[src/setpoint_consts.svh]
`ifndef SETPOINT_CONSTS_SVH
`define SETPOINT_CONSTS_SVH
`define OFS_CTRL       10'h000
`define OFS_STATUS     10'h004
`define OFS_LATCH      10'h008
`define OFS_IRQ_ST     10'h00c
`define OFS_IRQ_MASK   10'h010
`define OFS_RLY_CMD    10'h014
`define OFS_RLY_MODE   10'h018
`define OFS_CNT_BASE   8'h02
`define SP_REGION      2'h1
`define SP_W_CFG       2'h0
`define SP_W_OPTHR     2'h1
`define SP_W_RELTHR    2'h2
`define SP_W_DLY       2'h3
`define CTRL_EN_BIT    0
`define CTRL_60HZ_BIT  1
`define DLY_REL_LSB    16
`define DLY_W          14
`define CLK_KHZ        40000
`define SCAN_50_US     20000
`define SCAN_60_US     16600
`define DLY_UNIT_US    100000
`define TIME_RES_US    360000000
`endif

[src/setpoint_pkg.sv]
`default_nettype none
package setpoint_pkg;
    typedef enum logic [1:0] {
        ACT_NONE  = 2'h0,
        ACT_RELAY = 2'h1,
        ACT_COUNT = 2'h2,
        ACT_TIME  = 2'h3
    } action_e;

    typedef enum logic [1:0] {
        SCAN_IDLE = 2'b01,
        SCAN_EVAL = 2'b10
    } scan_e;

    typedef struct packed {
        logic [1:0] target;
        action_e    action;
        logic       pol_on;
        logic       dir_over;
        logic       binary;
        logic [3:0] src;
    } sp_cfg_s;

    typedef logic [7:0][15:0] an_bus_t;
endpackage
`default_nettype wire

[src/setpoint_alarm_controller.sv]
// How it works
// - operate delay 0.1-999.9 s before operating
// - release delay 0.1-999.9 s before releasing
// - analog release threshold gives hysteresis
// - equal thresholds mean no dead band
// - binary triggers test on or off
// - binary events are level sensitive
// - status changes only after continuous delay
// - every status change updates status register
// - operated status latched until cleared
// - count action runs only on assertion transition
// - relay is OR of linked setpoints
// - relay holds until all release, latched needs command
// - time action accumulates operated time, 0.1 h
// - sixteen setpoints, one trigger each
// - all setpoints scanned once per line cycle
// - operate threshold makes analog expression true
`timescale 1ns/1ps
`default_nettype none
`include "setpoint_consts.svh"
module setpoint_alarm_controller #(
    parameter int N_SP        = 16,
    parameter int N_RLY       = 4,
    parameter int N_CNT       = 4,
    parameter int SCAN_CYC_50 = `SCAN_50_US * (`CLK_KHZ / 1000),
    parameter int SCAN_CYC_60 = `SCAN_60_US * (`CLK_KHZ / 1000),
    parameter int TENTH_HR_50 = `TIME_RES_US / `SCAN_50_US,
    parameter int TENTH_HR_60 = `TIME_RES_US / `SCAN_60_US
) (
    input  wire logic                  i_sys_clk,
    input  wire logic                  i_rst_n,
    input  wire logic [9:0]            i_addr,
    input  wire logic [31:0]           i_wdata,
    input  wire logic                  i_wr,
    input  wire logic                  i_rd,
    output logic      [31:0]           o_rdata,
    input  wire setpoint_pkg::an_bus_t i_analog,
    input  wire logic [7:0]            i_digital,
    input  wire logic                  i_display_clear,
    output logic      [N_RLY-1:0]      o_relay,
    output logic                       o_irq
);
    import setpoint_pkg::*;

    localparam logic [2:0] K_50 = 3'(`DLY_UNIT_US / `SCAN_50_US);
    localparam logic [2:0] K_60 = 3'(`DLY_UNIT_US / `SCAN_60_US);

    logic [1:0]        ctrl;
    logic [N_SP-1:0]   status;
    logic [N_SP-1:0]   alarm_latch;
    logic [N_SP-1:0]   irq_st;
    logic [N_SP-1:0]   irq_mask;
    logic [N_RLY-1:0]  rly_mode;
    logic [N_RLY-1:0]  rly_hold;
    logic [31:0]       counter [N_CNT];
    sp_cfg_s           cfg     [N_SP];
    logic signed [15:0] op_thr [N_SP];
    logic signed [15:0] rel_thr[N_SP];
    logic [`DLY_W-1:0] op_dly  [N_SP];
    logic [`DLY_W-1:0] rel_dly [N_SP];
    logic [16:0]       dcnt    [N_SP];
    logic [14:0]       tacc    [N_SP];
    scan_e             state;
    logic [3:0]        idx;
    logic [19:0]       scan_cnt;

    // register decode
    wire sp_hit  = i_addr[9:8] == `SP_REGION;
    wire [3:0] sp_sel = i_addr[7:4];
    wire [1:0] sp_w   = i_addr[3:2];
    wire cnt_hit = i_addr[9:4] == 6'(`OFS_CNT_BASE) && i_addr[1:0] == 2'h0;
    wire [1:0] cnt_sel = i_addr[3:2];
    wire wr_ctrl  = i_wr && i_addr == `OFS_CTRL;
    wire wr_latch = i_wr && i_addr == `OFS_LATCH;
    wire wr_irq   = i_wr && i_addr == `OFS_IRQ_ST;
    wire wr_mask  = i_wr && i_addr == `OFS_IRQ_MASK;
    wire wr_rcmd  = i_wr && i_addr == `OFS_RLY_CMD;
    wire wr_rmode = i_wr && i_addr == `OFS_RLY_MODE;
    wire wr_cnt   = i_wr && cnt_hit;
    wire wr_sp    = i_wr && sp_hit && i_addr[1:0] == 2'h0;

    // scan timer: one pass over all setpoints per line cycle
    wire line60 = ctrl[`CTRL_60HZ_BIT];
    wire [19:0] scan_last = line60 ? 20'(SCAN_CYC_60 - 1) : 20'(SCAN_CYC_50 - 1);
    wire scan_tick = ctrl[`CTRL_EN_BIT] && scan_cnt >= scan_last;
    wire eval = state == SCAN_EVAL;

    // current setpoint evaluation
    sp_cfg_s c;
    assign c = cfg[idx];
    wire signed [15:0] val = i_analog[c.src[2:0]];
    wire bin_bit = c.src[3] ? o_relay[c.src[1:0]] : i_digital[c.src[2:0]];
    wire st_cur  = status[idx];
    wire op_met  = c.binary ? (bin_bit == c.pol_on)
                            : (c.dir_over ? val >= op_thr[idx] : val <= op_thr[idx]);
    wire rel_met = c.binary ? (bin_bit != c.pol_on)
                            : (c.dir_over ? val < rel_thr[idx] : val > rel_thr[idx]);
    wire cond = st_cur ? rel_met : op_met;
    wire [2:0] k_scan = line60 ? K_60 : K_50;
    // widened before the product: the longest delay at 60 Hz needs all 17 bits
    wire [16:0] lim = (st_cur ? 17'(rel_dly[idx]) : 17'(op_dly[idx])) * 17'(k_scan);
    wire [16:0] dnext = dcnt[idx] + 17'h1;
    wire flip = eval && cond && dnext >= lim;
    wire rise = flip && !st_cur;
    wire [N_SP-1:0] sp_bit = N_SP'(1) << idx;
    wire [N_SP-1:0] rise_v = rise ? sp_bit : '0;

    // time accumulation in scans; one tenth of an hour then bumps the counter
    wire [14:0] tenth = line60 ? 15'(TENTH_HR_60) : 15'(TENTH_HR_50);
    wire [14:0] tnext = tacc[idx] + 15'h1;
    wire time_on = eval && st_cur && c.action == ACT_TIME;
    wire time_inc = time_on && tnext >= tenth;
    wire cnt_inc = (rise && c.action == ACT_COUNT) || time_inc;

    function automatic logic linked(input int s, input int r);
        linked = status[s] && cfg[s].action == ACT_RELAY && cfg[s].target == 2'(r);
    endfunction

    logic [N_RLY-1:0] relay_or;
    genvar gr;
    generate
        for (gr = 0; gr < N_RLY; gr++) begin : g_rly
            logic [N_SP-1:0] lk;
            for (genvar gs = 0; gs < N_SP; gs++) begin : g_sp
                assign lk[gs] = linked(gs, gr);
            end
            assign relay_or[gr] = |lk;
        end
    endgenerate

    wire [N_RLY-1:0] rly_release = wr_rcmd ? i_wdata[N_RLY-1:0] : '0;
    // a release command cannot drop a relay whose setpoint is still operated;
    // the hold only builds up in latched mode, so switching to latched mode later
    // cannot bring back an operation that has long ended
    wire [N_RLY-1:0] next_hold = ((rly_hold & ~rly_release) | relay_or) & rly_mode;
    wire [N_RLY-1:0] next_relay = relay_or | (rly_hold & rly_mode);

    logic [31:0] rd_val;
    always_comb begin
        rd_val = '0;
        if (sp_hit) begin
            unique case (sp_w)
                `SP_W_CFG:    rd_val = 32'(cfg[sp_sel]);
                `SP_W_OPTHR:  rd_val = 32'(op_thr[sp_sel]);
                `SP_W_RELTHR: rd_val = 32'(rel_thr[sp_sel]);
                `SP_W_DLY:    rd_val = {2'h0, rel_dly[sp_sel], 2'h0, op_dly[sp_sel]};
            endcase
        end else if (cnt_hit) begin
            rd_val = counter[cnt_sel];
        end else begin
            unique case (i_addr)
                `OFS_CTRL:     rd_val = 32'(ctrl);
                `OFS_STATUS:   rd_val = 32'(status);
                `OFS_LATCH:    rd_val = 32'(alarm_latch);
                `OFS_IRQ_ST:   rd_val = 32'(irq_st);
                `OFS_IRQ_MASK: rd_val = 32'(irq_mask);
                `OFS_RLY_CMD:  rd_val = 32'(o_relay);
                `OFS_RLY_MODE: rd_val = 32'(rly_mode);
                default:       rd_val = '0;
            endcase
        end
    end

    always_ff @(posedge i_sys_clk or negedge i_rst_n) begin
        if (!i_rst_n) begin
            ctrl     <= '0;
            irq_mask <= '0;
            rly_mode <= '0;
            o_rdata  <= '0;
        end else begin
            if (wr_ctrl) ctrl <= i_wdata[1:0];
            if (wr_mask) irq_mask <= i_wdata[N_SP-1:0];
            if (wr_rmode) rly_mode <= i_wdata[N_RLY-1:0];
            o_rdata <= i_rd ? rd_val : '0;
        end
    end

    // scan sequencer: setpoints handled one per clock
    always_ff @(posedge i_sys_clk or negedge i_rst_n) begin
        if (!i_rst_n) begin
            state    <= SCAN_IDLE;
            idx      <= '0;
            scan_cnt <= '0;
        end else begin
            scan_cnt <= scan_tick || !ctrl[`CTRL_EN_BIT] ? '0 : scan_cnt + 20'h1;
            unique case (state)
                SCAN_IDLE: if (scan_tick) begin
                    state <= SCAN_EVAL;
                    idx   <= '0;
                end
                SCAN_EVAL: begin
                    idx <= idx + 4'h1;
                    if (idx == 4'(N_SP - 1)) state <= SCAN_IDLE;
                end
            endcase
        end
    end

    // flags: hardware set wins over a software clear in the same cycle
    always_ff @(posedge i_sys_clk or negedge i_rst_n) begin
        if (!i_rst_n) begin
            status      <= '0;
            alarm_latch <= '0;
            irq_st      <= '0;
            rly_hold    <= '0;
            o_relay     <= '0;
            o_irq       <= 1'b0;
        end else begin
            if (flip) status <= status ^ sp_bit;
            alarm_latch <= (alarm_latch & ~(wr_latch ? i_wdata[N_SP-1:0] : '0)
                            & ~{N_SP{i_display_clear}}) | rise_v;
            irq_st   <= (irq_st & ~(wr_irq ? i_wdata[N_SP-1:0] : '0)) | rise_v;
            rly_hold <= next_hold;
            o_relay  <= next_relay;
            o_irq    <= |(irq_st & irq_mask);
        end
    end

    // per-setpoint settings, written only through the register port
    always_ff @(posedge i_sys_clk) begin
        if (wr_sp) begin
            unique case (sp_w)
                `SP_W_CFG:    cfg[sp_sel] <= i_wdata[$bits(sp_cfg_s)-1:0];
                `SP_W_OPTHR:  op_thr[sp_sel] <= i_wdata[15:0];
                `SP_W_RELTHR: rel_thr[sp_sel] <= i_wdata[15:0];
                `SP_W_DLY: begin
                    op_dly[sp_sel]  <= i_wdata[`DLY_W-1:0];
                    rel_dly[sp_sel] <= i_wdata[`DLY_REL_LSB +: `DLY_W];
                end
            endcase
        end
    end

    // accumulators are cleared at reset: an unknown count would make the first
    // evaluation of every setpoint whose condition is met unknown, whatever its delay
    always_ff @(posedge i_sys_clk or negedge i_rst_n) begin
        if (!i_rst_n) begin
            for (int i = 0; i < N_SP; i++) begin
                dcnt[i] <= '0;
                tacc[i] <= '0;
            end
        end else if (eval) begin
            dcnt[idx] <= (cond && !flip) ? dnext : '0;
            tacc[idx] <= time_inc || !time_on ? '0 : tnext;
        end
    end

    always_ff @(posedge i_sys_clk or negedge i_rst_n) begin
        if (!i_rst_n) begin
            for (int i = 0; i < N_CNT; i++) begin
                counter[i] <= '0;
            end
        end else if (wr_cnt) begin
            counter[cnt_sel] <= i_wdata;
        end else if (cnt_inc) begin
            counter[c.target] <= counter[c.target] + 32'h1;
        end
    end
endmodule
`default_nettype wire

[config.mk]
export PLATFORM = sky130hd
export DESIGN_NAME = setpoint_alarm_controller
export DESIGN_NICKNAME = d
export VERILOG_FILES = /design/src/setpoint_pkg.sv /design/src/setpoint_alarm_controller.sv
export VERILOG_INCLUDE_DIRS = /design/src /design/src/src
export SDC_FILE = /design/constraint.sdc
export NUM_CORES = 2
export LEC_CHECK = 0
export ABC_AREA = 0
export BUFFER_PORTS_ARGS = -buffer_cell sky130_fd_sc_hd__clkbuf_2
export CELL_PAD_IN_SITES_DETAIL_PLACEMENT = 1
export CELL_PAD_IN_SITES_GLOBAL_PLACEMENT = 2
export CORE_MARGIN = 2
export CORE_UTILIZATION = 41
export DETAILED_ROUTE_END_ITERATION = 10
export PLACE_DENSITY = 0.83
export SYNTH_ARGS = -nofsm -noshare
export SYNTH_HDL_FRONTEND = slang
export SYNTH_SLANG_ARGS = --single-unit
[constraint.sdc]
create_clock -name i_sys_clk -period 10.2 [get_ports i_sys_clk]
set_input_delay 0 -clock i_sys_clk [delete_from_list [all_inputs] [get_ports i_sys_clk]]
set_output_delay 0 -clock i_sys_clk [all_outputs]
set_load 0.01 [all_outputs]
==> impl_metrics.env <==
export IMPL_finalClockSkew_ns=0.07553
export IMPL_drc=0
export IMPL_die_w_um=484.2
export IMPL_drt_iter0_markers=7335
export IMPL_end_kind="flop"
export IMPL_yosysWarnings=0
export IMPL_grt_pass1_vias=66010
export IMPL_nets=6683
export IMPL_multiInputGateArea_mm2=0.03897
export IMPL_antenna_found_initial=12
export IMPL_die_h_um=484.2
export IMPL_vias=62410
export IMPL_grt_max_degree=190
export IMPL_hold_viol=0
export IMPL_synth_seq_cells=1913
export IMPL_gp_congestion=0.9087
export IMPL_drtAntennaViolNets=0
export IMPL_final_setup_tns_ns=0
export IMPL_core_area_mm2=0.2297
export IMPL_cts_tree="yes"
export IMPL_netlist_instances=6266
export IMPL_hp_start="i_wdata[31]"
export IMPL_fin_total_pwr_w=0.01637
export IMPL_hold_path_depth=5
export IMPL_worstRegToRegCells=28
export IMPL_grt_overflow=0
export IMPL_reg2reg_slack_ns=1.50
export IMPL_total_leakage_power_nw=37.58
export IMPL_areaGrowthSynthToFinish_pct=12.38
export IMPL_grt_use_met2=0.4348
export IMPL_track_usage=0.2683
export IMPL_busiest_layer="met2"
export IMPL_hpwlAfterDp_mm=191.5
export IMPL_dpl_worst_slack_ns=1.653
export IMPL_clk_pin_slew_ns=0.07
export IMPL_synth_distinct_cells=100
export IMPL_maxSlewViolCount=0
export IMPL_post_route_min_period_ns=8.699
export IMPL_clock_sinks=1913
export IMPL_met1_usage=0.3532
export IMPL_routed_via_density=6.499
export IMPL_synthTopCellsByArea="edfxtp_1 (36%), mux4_2 (21%), dfrtp_1 (21%), nand2_1 (2.7%), o21ai_0 (2.2%)"
export IMPL_rsz0062_at_grt="false"
export IMPL_drtPass1Iterations=7
export IMPL_cp_common_cell="buf_4"
export IMPL_insertion_delay_ns=0.88
export IMPL_peakVddDrop_mv=0.1592
export IMPL_synth_edf_count=1136
export IMPL_avgSynthCellArea_um2=15.09
export IMPL_synth_most_common_cell="edfxtp_1"
export IMPL_r2r_start="idx[1]"
export IMPL_path_buf_inv=6
export IMPL_register_area_mm2=0.05357
export IMPL_timing_final_crit_share=0.8528
export IMPL_worst_setup_path_type="flop to flop"
export IMPL_timing_hold_ws_ns=0.07906
export IMPL_slowest_stage="dfrtp_4"
export IMPL_finalWirelength_mm=315.2
export IMPL_netlist_area_mm2=0.09456
export IMPL_portBuffers=219
export IMPL_initial_utilization=0.4117
export IMPL_syn_num_nets=6549
export IMPL_yosysSeqAreaShare=0.5664
export IMPL_max_freq_ghz=0.1150
export IMPL_worst_path_largest_cell_delay_ns=0.86
export IMPL_start_kind="flop"
export IMPL_fp_row_count=176
export IMPL_drive_gt1_frac=0.2892
export IMPL_cts_buffers=201
export IMPL_cts_max_path_buffers=3
export IMPL_yosys_top_cells_count="edfxtp_1 (1,136), mux4_2 (882), dfrtp_1 (776)"
export IMPL_relSlewSlack=0.1587
export IMPL_holdPathEnd="counter[127]"
export IMPL_cp_data_arrival_time_ns=9.42
export IMPL_hold_class="input port to flop"
export IMPL_synth_top_area_frac=0.3608
export IMPL_postCtsSetupBuffers=0
export IMPL_ios=220
export IMPL_async_flop_share=0.4062
export IMPL_crit_path_max_fanout=62
export IMPL_status="completed"
export IMPL_crit_family="compound AO/OA/AOI/OAI gates"
export IMPL_fillCellCount=22350
export IMPL_cts_root_buf="clkbuf_16"
export IMPL_grt_pass1_wl_mm=464.2
export IMPL_grt_util_met3=0.05596
export IMPL_setup_ws_ns=1.501
export IMPL_powerDensity_mw_per_mm2=154.1
export IMPL_r2r_end="counter[107]"
export IMPL_wl_per_cell_um=32.82
export IMPL_synth_largest_area_cell="edfxtp_1"
export IMPL_required_ns=10.92
export IMPL_setup_viol=0
export IMPL_synth_ff_type="edfxtp_1"
export IMPL_cts_htree_levels=4
export IMPL_tightest_slew_ns=1.262
export IMPL_die_area_mm2=0.2345
export IMPL_maxCapViolCount=0
-- report_power, final --
| group | internal (W) | switching (W) |
|---|---|---|
| sequential | 0.00823 | 0.00000866 |
| clock | 0.00423 | 0.00319 |
| combinational | 0.000249 | 0.000466 |
-- worst max-delay path by stage --
stage,end,slack (ns),cells past startpoint,start
2_1_floorplan,status[5],1.86,37,idx[0]
3_3_place_gp,counter[111],1.72,29,idx[0]
3_5_place_dp,counter[11],1.65,26,idx[1]
4_1_cts,counter[2],1.59,28,idx[1]
5_1_grt,counter[66],1.0,30,idx[0]
6_report,counter[107],1.50,28,idx[1]
-- registers in the layout, indices dropped and copies added (netlist names), 2 cells and up --
register / count
idx: 4
cfg: 176
state: 2
op_dly: 224
ctrl: 2
o_rdata: 32
tacc: 240
dcnt: 272
o_relay: 4
irq_mask: 16
op_thr: 256
alarm_latch: 16
counter: 128
rel_dly: 224
irq_st: 16
rly_mode: 4
scan_cnt: 20
status: 16
rel_thr: 256
rly_hold: 4
-- metrics by stage --
| step | utilization | std cells | instance area, um2 |
|---|---|---|---|
| CTS | 0.4626 | 9593 | 106200 |
| floorplan | - | 6266 | 94560 |
| finish | 0.4627 | 9603 | 106300 |
| detailed placement | 0.4320 | 9181 | 99220 |
| global placement | 0.4320 | 9181 | 99220 |
| global route | 0.4626 | 9596 | 106200 |
-- cells in the final DEF, fill, tap and decap left out, types with 94 or more instances in the layout --
cell / count
mux4_2: 881
nor2_1: 130
mux2_2: 176
clkbuf_2: 212
nand3_1: 103
mux2i_1: 98
a22oi_1: 117
a21oi_1: 94
clkbuf_16: 204
dfrtp_1: 772
nand2_1: 669
buf_4: 161
o21ai_0: 405
inv_1: 101
edfxtp_1: 1136
-- tightest hold or removal path, delay by kind of cell --
| kind | cells | cell delay, ns |
|---|---|---|
| buf+inv | 2 | 0.68 |
| mux | 1 | 0.14 |
| compound gates | 1 | 0.06 |
| simple gates | 1 | 0.05 |
-- layer usage --
metal,vias up,wire (um)
met5,-,39
met4,6,13440
met3,689,28930
met2,3519,152600
met1,33120,120100
li1,25080,-
-- layout make-up --
type,instances,share of cell area
well taps,3026,0.03563
multi-input cells,3753,0.3667
inverters,103,0.003709
flip-flops and latches,1913,0.5041
diodes,10,0.0002355
clock buffers,288,0.05346
repair buffers,428,0.02771
clock inverters,82,0.008454
-- repair_timing --
action	in CTS	in global routing
hold buffers	42	0
hold endpoints to repair	1253	0
resized for setup	0	0
-- kinds of logic after synthesis --
family	count (synthesis)	synth area share
DFF	1913	0.5664
and+or+nand+nor	1302	0.06300
muxes	1159	0.2418
AOI/OAI and AO/OA	1086	0.07725
buffers and inverters	600	0.02738
xor gates and xnor gates	105	0.009885
adders and majority gates	100	0.01426
other	1	0.00003966
No activity file was read; power rests on OpenSTA's default activity.
